<file path="config.mk">
export PLATFORM = sky130hd
export DESIGN_NAME = cdmp_paging
export DESIGN_NICKNAME = d
export VERILOG_FILES = /design/src/design/cdmp_pkg.sv /design/src/design/cdmp_paging.sv
export VERILOG_INCLUDE_DIRS = /design/src /design/src/design
export SDC_FILE = /design/constraint.sdc
export NUM_CORES = 1
export LEC_CHECK = 0
export BUFFER_PORTS_ARGS = -buffer_cell sky130_fd_sc_hd__buf_2
export CAP_MARGIN = 20
export CORE_UTILIZATION = 35
export DETAILED_ROUTE_END_ITERATION = 10
export SLEW_MARGIN = 10
export SYNTH_ARGS = -nofsm -noshare
export SYNTH_HDL_FRONTEND = slang
export SYNTH_SLANG_ARGS = --single-unit
</file>
<file path="constraint.sdc">
create_clock -name clk_in -period 3.4 [get_ports clk_in]
set_input_delay 0.34 -clock clk_in [delete_from_list [all_inputs] [get_ports clk_in]]
set_output_delay 0.34 -clock clk_in [all_outputs]
set_load 0.1 [all_outputs]
</file>
<file path="src/design/cdmp_consts.svh">
`ifndef CDMP_CONSTS_SVH
`define CDMP_CONSTS_SVH

// Register indices, byte address is four times the index
`define CDMP_IDX_RET_WORD   8'h01
`define CDMP_IDX_CODE_PAGE  8'h02
`define CDMP_IDX_DATA_PAGE  8'h03
`define CDMP_IDX_IBC        8'h04
`define CDMP_IDX_CONFIG     8'h05
`define CDMP_IDX_RET_PAGE   8'h06

// Field positions
`define CDMP_IBC_DSEL_BIT   5
`define CDMP_CFG_ORDER_BIT  2
`define CDMP_RPG_DSEL_BIT   4
`define CDMP_INSTR_KIND_BIT 15

// Reset values and PC step
`define CDMP_RST_PAGE       4'h0
`define CDMP_RST_WORD       16'h0000
`define CDMP_RST_RET_PAGE   5'h00
`define CDMP_PC_STEP        16'h0002

`endif

</file>
<file path="src/design/cdmp_pkg.sv">
package cdmp_pkg;
	typedef logic [3:0]  cdmp_page_t;
	typedef logic [15:0] cdmp_word_t;
	typedef logic [4:0]  cdmp_rpage_t;
	typedef logic [20:0] cdmp_retaddr_t;
endpackage

</file>
<file path="src/design/cdmp_paging.sv">
// Our own choice: register access over APB.
`timescale 1ns/1ps
`include "cdmp_consts.svh"

module cdmp_paging #(
	parameter int STACK_DEPTH = 16
) (
	input  wire logic                clk_in,
	input  wire logic                reset_in,
	input  wire logic                psel_in,
	input  wire logic                penable_in,
	input  wire logic                pwrite_in,
	input  wire logic [7:0]          paddr_in,
	input  wire logic [31:0]         pwdata_in,
	output logic [31:0]              prdata_out,
	output logic                     pready_out,
	output logic                     pslverr_out,
	input  wire logic                step_in,
	input  wire logic [15:0]         instr_in,
	input  wire logic                ret_in,
	input  wire logic                branch_in,
	input  wire logic [15:0]         branch_target_in,
	input  wire logic                irq_call_in,
	input  wire logic                cpr_load_in,
	input  wire logic                dpr_load_in,
	input  wire logic [3:0]          page_in,
	input  wire logic                dsel_set_in,
	input  wire logic                dsel_clr_in,
	input  wire logic                dacc_req_in,
	input  wire logic                dacc_write_in,
	input  wire logic                dacc_byte_in,
	input  wire logic [15:0]         tos_in,
	input  wire logic [15:0]         nos_in,
	output logic [18:0]              mem_addr_bus_out,
	output logic [15:0]              mem_wdata_out,
	output logic [1:0]               mem_be_out,
	output logic                     mem_we_out,
	output logic                     mem_re_out,
	input  wire logic [15:0]         mem_rdata_in,
	output logic [15:0]              nos_out,
	output logic                     nos_valid_out,
	output logic                     irq_hold_out,
	output logic                     data_page_select_out
);
	localparam int SP_W = $clog2(STACK_DEPTH);

	function automatic logic is_call(input logic [15:0] ins);
		is_call = ~ins[`CDMP_INSTR_KIND_BIT];
	endfunction

	function automatic logic [7:0] word_index(input logic [7:0] byte_addr);
		word_index = {2'b00, byte_addr[7:2]};
	endfunction

	cdmp_pkg::cdmp_page_t    code_page_reg, code_page_next;
	cdmp_pkg::cdmp_page_t    pend_page_reg, pend_page_next;
	logic                    pend_reg, pend_next;
	cdmp_pkg::cdmp_page_t    data_page_reg, data_page_next;
	cdmp_pkg::cdmp_word_t    int_base_ctrl_reg, int_base_ctrl_next;
	cdmp_pkg::cdmp_word_t    config_reg, config_next;
	cdmp_pkg::cdmp_word_t    ret_word_reg, ret_word_next;
	cdmp_pkg::cdmp_rpage_t   ret_page_reg, ret_page_next;
	cdmp_pkg::cdmp_word_t    pc_reg, pc_next;
	logic [SP_W-1:0]         sp_reg;
	cdmp_pkg::cdmp_retaddr_t stack_mem [STACK_DEPTH];
	logic                    block_reg;
	logic                    acc_valid_reg, acc_we_reg, acc_byte_reg, acc_swap_reg;
	logic [18:0]             acc_addr_reg;
	logic [15:0]             acc_wdata_reg;
	logic [1:0]              acc_be_reg;
	logic [15:0]             nos_reg;
	logic                    nos_valid_reg;

	wire       apb_wr      = psel_in & penable_in & pwrite_in;
	wire [7:0] apb_idx     = word_index(paddr_in);
	wire       apb_mapped  = (apb_idx >= `CDMP_IDX_RET_WORD) && (apb_idx <= `CDMP_IDX_RET_PAGE)
		&& (paddr_in[1:0] == 2'b00);
	wire       wr_code     = apb_wr & (apb_idx == `CDMP_IDX_CODE_PAGE);
	wire       wr_data     = apb_wr & (apb_idx == `CDMP_IDX_DATA_PAGE);
	wire       wr_ibc      = apb_wr & (apb_idx == `CDMP_IDX_IBC);
	wire       wr_cfg      = apb_wr & (apb_idx == `CDMP_IDX_CONFIG);
	wire       wr_rword    = apb_wr & (apb_idx == `CDMP_IDX_RET_WORD);
	wire       wr_rpage    = apb_wr & (apb_idx == `CDMP_IDX_RET_PAGE);

	wire       ret_step    = step_in & ret_in;
	wire       call_step   = step_in & ~ret_in & (is_call(instr_in) | irq_call_in);
	wire       cp_load     = (step_in & cpr_load_in) | wr_code;
	wire [3:0] cp_new      = wr_code ? pwdata_in[3:0] : page_in;
	wire       dsel        = int_base_ctrl_reg[`CDMP_IBC_DSEL_BIT];
	wire       order       = config_reg[`CDMP_CFG_ORDER_BIT];
	wire [15:0] pc_seq     = 16'(pc_reg + `CDMP_PC_STEP);
	wire [20:0] pop_word   = stack_mem[sp_reg - SP_W'(1)];

	wire [15:0] call_target = {instr_in[14:0], 1'b0};

	always_comb begin
		pc_next = pc_seq;
		if (ret_step) begin
			pc_next = {ret_word_reg[15:1], 1'b0};
		end else if (call_step) begin
			pc_next = call_target;
		end else if (step_in & branch_in) begin
			pc_next = {branch_target_in[15:1], 1'b0};
		end else if (!step_in) begin
			pc_next = pc_reg;
		end
	end

	assign code_page_next = ret_step ? ret_page_reg[3:0]
		: (step_in & pend_reg) ? pend_page_reg : code_page_reg;
	assign pend_next      = cp_load | (pend_reg & ~step_in);
	assign pend_page_next = cp_load ? cp_new : pend_page_reg;
	assign data_page_next = wr_data ? pwdata_in[3:0] : (step_in & dpr_load_in) ? page_in : data_page_reg;
	assign config_next    = wr_cfg ? pwdata_in[15:0] : config_reg;

	always_comb begin
		int_base_ctrl_next = wr_ibc ? pwdata_in[15:0] : int_base_ctrl_reg;
		if (ret_step) begin
			int_base_ctrl_next[`CDMP_IBC_DSEL_BIT] = ret_page_reg[`CDMP_RPG_DSEL_BIT];
		end else if (dsel_set_in) begin
			int_base_ctrl_next[`CDMP_IBC_DSEL_BIT] = 1'b1;
		end else if (dsel_clr_in) begin
			int_base_ctrl_next[`CDMP_IBC_DSEL_BIT] = 1'b0;
		end
	end

	always_comb begin
		ret_word_next = wr_rword ? pwdata_in[15:0] : ret_word_reg;
		ret_page_next = wr_rpage ? pwdata_in[4:0] : ret_page_reg;
		if (call_step) begin
			ret_word_next = {pc_seq[15:1], irq_call_in};
			ret_page_next = {dsel, code_page_reg};
		end else if (ret_step) begin
			ret_word_next = pop_word[15:0];
			ret_page_next = pop_word[20:16];
		end
	end

	always_ff @(posedge clk_in) begin
		if (reset_in) begin
			code_page_reg     <= `CDMP_RST_PAGE;
			pend_page_reg     <= `CDMP_RST_PAGE;
			pend_reg          <= 1'b0;
			data_page_reg     <= `CDMP_RST_PAGE;
			int_base_ctrl_reg <= `CDMP_RST_WORD;
			config_reg        <= `CDMP_RST_WORD;
			ret_word_reg      <= `CDMP_RST_WORD;
			ret_page_reg      <= `CDMP_RST_RET_PAGE;
			pc_reg            <= `CDMP_RST_WORD;
			sp_reg            <= '0;
			block_reg         <= 1'b0;
		end else begin
			code_page_reg     <= code_page_next;
			pend_page_reg     <= pend_page_next;
			pend_reg          <= pend_next;
			data_page_reg     <= data_page_next;
			int_base_ctrl_reg <= int_base_ctrl_next;
			config_reg        <= config_next;
			ret_word_reg      <= ret_word_next;
			ret_page_reg      <= ret_page_next;
			pc_reg            <= pc_next;
			block_reg         <= cp_load;
			if (call_step) begin
				sp_reg <= SP_W'(sp_reg + SP_W'(1));
			end else if (ret_step) begin
				sp_reg <= SP_W'(sp_reg - SP_W'(1));
			end
		end
	end

	always_ff @(posedge clk_in) begin
		if (call_step) begin
			stack_mem[sp_reg] <= {ret_page_reg, ret_word_reg};
		end
	end

	wire [3:0]  dpage      = dsel ? data_page_reg : code_page_reg;
	wire        lane_odd   = tos_in[0] ^ order;
	wire        word_swap  = tos_in[0] ^ order;
	wire [15:0] wdata_word = word_swap ? {nos_in[7:0], nos_in[15:8]} : nos_in;
	wire [15:0] wdata_sel  = dacc_byte_in ? {nos_in[7:0], nos_in[7:0]} : wdata_word;
	wire [1:0]  be_sel     = !dacc_byte_in ? 2'b11 : (lane_odd ? 2'b01 : 2'b10);

	always_ff @(posedge clk_in) begin
		if (reset_in) begin
			acc_valid_reg <= 1'b0;
			acc_we_reg    <= 1'b0;
			acc_byte_reg  <= 1'b0;
			acc_swap_reg  <= 1'b0;
			acc_addr_reg  <= '0;
			acc_wdata_reg <= `CDMP_RST_WORD;
			acc_be_reg    <= 2'b00;
		end else begin
			acc_valid_reg <= dacc_req_in;
			acc_we_reg    <= dacc_req_in & dacc_write_in;
			acc_byte_reg  <= dacc_byte_in;
			acc_swap_reg  <= dacc_byte_in ? lane_odd : word_swap;
			acc_addr_reg  <= {dpage, tos_in[15:1]};
			acc_wdata_reg <= wdata_sel;
			acc_be_reg    <= dacc_req_in ? be_sel : 2'b00;
		end
	end

	wire [15:0] rd_word = acc_swap_reg ? {mem_rdata_in[7:0], mem_rdata_in[15:8]} : mem_rdata_in;
	wire [15:0] rd_byte = {8'h00, acc_swap_reg ? mem_rdata_in[7:0] : mem_rdata_in[15:8]};

	always_ff @(posedge clk_in) begin
		if (reset_in) begin
			nos_reg       <= `CDMP_RST_WORD;
			nos_valid_reg <= 1'b0;
		end else begin
			nos_valid_reg <= acc_valid_reg & ~acc_we_reg;
			if (acc_valid_reg & ~acc_we_reg) begin
				nos_reg <= acc_byte_reg ? rd_byte : rd_word;
			end
		end
	end

	wire [18:0] fetch_addr = {code_page_reg, pc_reg[15:1]};

	assign mem_addr_bus_out     = acc_valid_reg ? acc_addr_reg : fetch_addr;
	assign mem_wdata_out        = acc_wdata_reg;
	assign mem_be_out           = acc_be_reg;
	assign mem_we_out           = acc_we_reg;
	assign mem_re_out           = ~acc_we_reg;
	assign nos_out              = nos_reg;
	assign nos_valid_out        = nos_valid_reg;
	assign irq_hold_out         = block_reg;
	assign data_page_select_out = dsel;

	wire [15:0] rd_mux =
		(apb_idx == `CDMP_IDX_RET_WORD)  ? ret_word_reg :
		(apb_idx == `CDMP_IDX_CODE_PAGE) ? {12'h000, code_page_reg} :
		(apb_idx == `CDMP_IDX_DATA_PAGE) ? {12'h000, data_page_reg} :
		(apb_idx == `CDMP_IDX_IBC)       ? int_base_ctrl_reg :
		(apb_idx == `CDMP_IDX_CONFIG)    ? config_reg :
		(apb_idx == `CDMP_IDX_RET_PAGE)  ? {11'h000, ret_page_reg} : 16'h0000;
	assign prdata_out  = {16'h0000, apb_mapped ? rd_mux : 16'h0000};
	assign pready_out  = 1'b1;
	assign pslverr_out = psel_in & penable_in & ~apb_mapped;

	// Checks
	a_call_target: assert property (@(posedge clk_in) disable iff (reset_in)
		call_step && !irq_call_in |=> pc_reg == {$past(instr_in[14:0]), 1'b0})
		else $error("call target wrong");
	a_call_page: assert property (@(posedge clk_in) disable iff (reset_in)
		call_step && !pend_reg |=> $stable(code_page_reg))
		else $error("call changed page");
	a_page_delay: assert property (@(posedge clk_in) disable iff (reset_in)
		step_in && cpr_load_in && !ret_in && !pend_reg ##1 step_in && !ret_in
		|-> $stable(code_page_reg) ##1 code_page_reg == $past(pend_page_reg))
		else $error("code page delay wrong");
	a_irq_hold: assert property (@(posedge clk_in) disable iff (reset_in)
		cp_load |=> irq_hold_out ##1 (irq_hold_out == $past(cp_load)))
		else $error("interrupt hold wrong");
	a_ret_word: assert property (@(posedge clk_in) disable iff (reset_in)
		call_step |=> ret_word_reg == {$past(pc_seq[15:1]), $past(irq_call_in)})
		else $error("return word wrong");
	a_ret_page: assert property (@(posedge clk_in) disable iff (reset_in)
		call_step |=> ret_page_reg == {$past(dsel), $past(code_page_reg)})
		else $error("return page wrong");
	a_dsel_restore: assert property (@(posedge clk_in) disable iff (reset_in)
		ret_step |=> dsel == $past(ret_page_reg[4]))
		else $error("select not restored");
	a_byte_lane: assert property (@(posedge clk_in) disable iff (reset_in)
		dacc_req_in && dacc_byte_in |=> mem_be_out == ($past(tos_in[0] ^ order) ? 2'b01 : 2'b10))
		else $error("byte lane wrong");
	a_byte_read: assert property (@(posedge clk_in) disable iff (reset_in)
		acc_valid_reg && !acc_we_reg && acc_byte_reg |=> nos_valid_out && nos_out[15:8] == 8'h00)
		else $error("byte read upper not clear");
	a_fetch_page: assert property (@(posedge clk_in) disable iff (reset_in)
		!acc_valid_reg |-> mem_addr_bus_out[18:15] == code_page_reg)
		else $error("fetch page wrong");
endmodule // cdmp_paging

</file>
# Yosys cells after proc, flatten, opt, wreduce, memory -nomap -nowiden
# Memory sizes are Yosys's and may differ from the RTL's.
# Index checks and enable logic that the tools add are counted.
# Widths: inputs -> output; s select.
[totals] output_inout_bits=92 ram_bits=336 n_memories=1 regBits=145 elab_cells=114 input_bits=140
[op_classes] n_addsub=3 n_reduce_logical=12 eq_ne=6 muxes=39 bitwise=29 n_lt_le_gt_ge=2
[mem_list] name="stack_mem" words=16 word_bits=21 read_ports=1 rd_clocked_by_memory_dff=0 write_ports=1 line="cdmp_paging.sv:65" text="cdmp_pkg::cdmp_retaddr_t stack_mem [STACK_DEPTH];"
[op_table] operator="$mux 16" count=17
[op_table] operator="$mux 4" count=8
[op_table] operator="$mux 5" count=4
[op_table] operator="$and 1x1->1" count=19
[op_table] operator="$mux 19" count=1
[op_table] operator="$eq 6x3->1 const B" count=3
[op_table] operator="$add 16x2->16 const B" count=1
[op_table] operator="$eq 6x2->1 const B" count=2
[op_table] operator="$mux 8" count=1
[op_table] operator="$reduce_bool 4->1" count=2
[op_table] operator="$eq 6x1->1 const B" count=1
[op_table] operator="$ge 6x1->1 const B" count=1
[op_table] operator="$le 6x3->1 const B" count=1
[op_table] operator="$mux 6" count=1
[op_table] operator="$not 1->1" count=6
[op_table] operator="$reduce_bool 2->1" count=3
[op_table] operator="$reduce_bool 3->1" count=2
[op_table] operator="$mux 1" count=5
[op_table] operator="$add 4x1->4 const B" count=1
[op_table] operator="$mux 2" count=2
[op_table] operator="$reduce_or 4->1" count=1
[op_table] operator="$sub 4x1->4 const B" count=1
[op_table] operator="$or 1x1->1" count=3
[op_table] operator="$logic_and 1x1->1" count=2
[op_table] operator="other kinds (3)" count=3

# Logic depth before layout (Yosys ltp)
[logic_depth] word_depth=8 depth_mapped=15

# Least setup slack after synthesis
# OpenSTA, ideal clock, no wires.
[synth_path] path_kind="input to output" from="in paddr_in[7]" to="out prdata_out[2]" cell_stages=5 setup_slack_ns=-0.590 required_ns=3.060 arrival_ns=3.650 path_cell_list="or3_1 -> buf_2 -> or4_1 -> clkbuf_1 -> a211oi_1"
[synth_via] elab_chain_len=8 word_cells_on_any_way=17 classes_between="order compare (2); eq/ne (6); mux (7); reduce/logical (2)"
[synth_rtl] item="start: declaration" line="cdmp_paging.sv:13" text="input wire logic [7:0] paddr_in,"
[synth_rtl] item="$eq 6x3->1 (no line)"
[synth_rtl] item="$mux 5" line="cdmp_paging.sv:237" text="(apb_idx == `CDMP_IDX_RET_PAGE) ? {11'h000, ret_page_reg} : 16'h0000;"
[synth_rtl] item="$mux 16" line="cdmp_paging.sv:236" text="(apb_idx == `CDMP_IDX_CONFIG) ? config_reg :"
[synth_rtl] item="$mux 16" line="cdmp_paging.sv:235" text="(apb_idx == `CDMP_IDX_IBC) ? int_base_ctrl_reg :"
[synth_rtl] item="$mux 16" line="cdmp_paging.sv:234" text="(apb_idx == `CDMP_IDX_DATA_PAGE) ? {12'h000, data_page_reg} :"
[synth_rtl] item="$mux 16" line="cdmp_paging.sv:233" text="(apb_idx == `CDMP_IDX_CODE_PAGE) ? {12'h000, code_page_reg} :"
[synth_rtl] item="$mux 16" line="cdmp_paging.sv:232" text="(apb_idx == `CDMP_IDX_RET_WORD) ? ret_word_reg :"
[synth_rtl] item="$mux 16 (*)" line="cdmp_paging.sv:238" text="assign prdata_out = {16'h0000, apb_mapped ? rd_mux : 16'h0000};"
[synth_rtl] item="end: declaration" line="cdmp_paging.sv:15" text="output logic [31:0] prdata_out,"
# Mark *: on every way between the ends. The rest lies on a longest branch, timed or not.

# Worst setup path in the final report
[layout_path] from="in paddr_in[7]" to="out prdata_out[7]"
[layout_via] elab_chain_len=7 word_cells_on_any_way=15 classes_between="order compare (2); eq/ne (5); mux (6); reduce/logical (2)"
[layout_rtl] item="$eq 6x3->1 (no line)"
[layout_rtl] item="$mux 16" line="cdmp_paging.sv:236"
[layout_rtl] item="$mux 16" line="cdmp_paging.sv:235"
[layout_rtl] item="$mux 16" line="cdmp_paging.sv:234"
[layout_rtl] item="$mux 16" line="cdmp_paging.sv:233"
[layout_rtl] item="$mux 16" line="cdmp_paging.sv:232"
[layout_rtl] item="$mux 16 (*)" line="cdmp_paging.sv:238"
# Marks and branches as above.

==> results_dict.tcl <==
set metrics [dict create \
    slew_headroom_pct 38.6 \
    rrSetupSlack_ns 0.69 \
    seq_area_frac_synth_pct 64.4 \
    p_int_uw 10200 \
    finish.utilization_pct 42.7 \
    area_delta_synth_final_pct 20.0 \
    r2r_start "sp_reg[1]" \
    cts_max_level 2 \
    vias 13139 \
    holdPathStages 3 \
    synth_top_family_by_area "multiplexers" \
    synth_cell_types 78 \
    clock_latency_ns 0.60 \
    ir_worst_vdd_mv 0.411 \
    yosysMostFrequentCell "edfxtp_1" \
    synthXorXnorAreaFrac_pct 0.857 \
    grt_pass1_vias 13212 \
    synth_edf_count 336 \
    yosys_warnings 0 \
    initial_core_util_pct 35.6 \
    fin_nets 1818 \
    async_flop_share_pct 0 \
    r2r_end "ret_word_reg[0]" \
    clkTransAtPathRegs_ns 0.06 \
    grt_max_degree 55 \
    die_h_um 242 \
    yosys.area_share.adder_pct 0.373 \
    hpwl_um 38200 \
    grt-ovfl-total 0 \
    rsz0062_at_grt "no" \
    synth_area_sq_um 20100 \
    drtPass1Iterations 8 \
    rr_worst_depth 6 \
    place.gp.congestion 0.938 \
    status "finished, final reports clean" \
    path_class "input pin to output port" \
    core_area_sq_um 56600 \
    p_leak_uw 0.00844 \
    cts-resized-gates 0 \
    dieArea_sq_um 58500 \
    maxSlewViolCount 0 \
    final_area_sq_um 24200 \
    worstMarginPinSlew_ns 0.918 \
    postRouteAntennaNets 0 \
    cts_buffers 47 \
    yosys-top-cells-area "edfxtp_1, dfxtp_1, mux4_2" \
    max_freq_ghz 0.345 \
    hp-class "input pin to flip-flop" \
    critical_path.endpoint "prdata_out[7]" \
    track_usage_pct 19.2 \
    cts_tree "built" \
    p_switching_uw 3750 \
    cts_root_buf "clkbuf_16" \
    synth_top_flop_cell "edfxtp_1" \
    power_frac_comb_pct 14.8 \
    yosysTopAreaCell "edfxtp_1" \
    clockPowerShare_pct 37.3 \
    synth.area.mux_share_pct 14.1 \
    portBuffers 197 \
    skew_ns 0.0191 \
    fin_tns_setup_ns 0 \
    ios 232 \
    yosys_register_bits 480 \
    yosys.area_share.simple_pct 9.72 \
    worstPathRequired_ns 3.06 \
    drive_gt1_share_pct 28.6 \
    setup_viol 0 \
    p_per_area_nw_per_um2 577 \
    finalHoldViolCount 0 \
    period_minus_slack_ns 2.90 \
    crit_fanout 10 \
    largest_reg_flops 336 \
    antenna_found_initial 1 \
    cts.sinks 480 \
    critPathArrivalTime_ns 2.56 \
    std_cell_rows 87 \
    synth_compound_area_share_pct 7.44 \
    viasPerCell 5.33 \
    drt-initial-drc-count 1095 \
    drv_cap 0 \
    finalPower_uw 13900 \
    dpl_cell_area_sq_um 22300 \
    fin_ws_ns 0.500 \
    wl_per_cell_um 23.1 \
    netlist_instances 1424 \
    swShare_pct 26.9 \
    place_ws_ns 0.510 \
    cts_buffer_depth 3 \
    start_kind "input pin" \
    drcViolationCount 0 \
    wirelength_um 56900 \
    synth_top_area_share_pct 50.1 \
    netlist_top_cells_count "edfxtp_1, nand2_1, dfxtp_1" \
    p_seq_share_pct 47.9 \
    startpoint "paddr_in[7]" \
    grt_pass1_wl_um 84800 \
    syn_avg_cell_area_sq_um 14.1 \
    post-route-period-util_pct 85.3 \
    end_kind "output port" \
    die_w_um 242 \
]
==> final cells by class <==
cell class,count,area (sq um)
tap,756,946
fill,5160,32400
sequential,480,13000
clock inverter,18,179
clock buffer,67,1360
antenna,2,5.00
inverter,8,30.0
timing repair buffer,289,1990
multi-input combinational,846,6680
==> critical path, cell delays in order <==
cell	delay (ns)
buf_2	0.11
or3_1	0.54
or4_1	0.67
buf_4	0.29
nor2_1	0.15
buf_2	0.45
==> power by group through the flow <==
stage	clock (uW)	combinational [uW]	sequential, uW
final	5200	2060	6680
after global routing	5500	2180	6700
after CTS	5310	2080	6680
after detailed placement	0	2040	6800
after global placement	0	2020	6780
after floorplan	0	1330	6890
==> metal layers <==
| layer | wire length (um) | part of all wire (%) | GRT usage (%) |
|---|---|---|---|
| met4 | 1780 | 3.1 | 6.98 |
| met3 | 3540 | 6.2 | 3.41 |
| met2 | 28100 | 49 | 33.2 |
| met5 | 0 | 0 | 0 |
| met1 | 23500 | 41 | 24.0 |
==> worst min path at each step <==
stage / start / endpoint
2_1_floorplan: dacc_byte_in / mem_be_out[0]
3_5_place_dp: int_base_ctrl_reg[0] / int_base_ctrl_reg[0]
5_1_grt: pwdata_in[6] / config_reg[6]
6_report: nos_in[13] / mem_wdata_out[5]
4_1_cts: pwdata_in[6] / config_reg[6]
3_3_place_gp: int_base_ctrl_reg[1] / int_base_ctrl_reg[1]
==> stage by stage <==
stage / hold WS, ns / std cells
after CTS: 0.00206 / 2464
after detailed placement: 0.448 / 2345
final: 0.0194 / 2466
after global placement: 0.441 / 2345
after floorplan: 0.431 / 1439
after global routing: 0.0189 / 2464
==> cell usage in the layout, fill, tap and decap left out, types with 8 or more instances in the layout <==
cell,n
xor2_1,8
clkbuf_1,9
mux4_2,92
nand2_1,170
clkbuf_16,48
nor2b_1,25
nand3_1,27
o21ai_0,23
buf_12,16
a222oi_1,11
mux2i_1,44
clkbuf_8,8
nor3_1,11
o211ai_1,8
nor2_1,117
nor2_2,15
a211o_1,9
conb_1,17
a21oi_1,64
edfxtp_1,336
buf_4,53
nand4_1,12
mux2_2,29
dlygate4sd3_1,34
a211oi_1,23
buf_2,186
a22oi_1,10
and3_1,12
dfxtp_1,143
a311oi_1,15
==> cells by family after synthesis <==
group                    after synthesis
XOR/XNOR                              18
buffers and inverters                113
AND/OR/NAND/NOR                      430
other                                  2
multiplexers                         165
adder cells (fa/ha/maj)                6
flip-flops                           480
AO/OA/AOI/OAI                        210
==> repair_timing <==
item,4_1_cts,5_1_grt
endpoints found under the hold margin,30,0
endpoints found under the setup margin,0,0
hold buffers,34,0
buffers inserted,0,0
No activity file was read; power rests on OpenSTA's default activity.
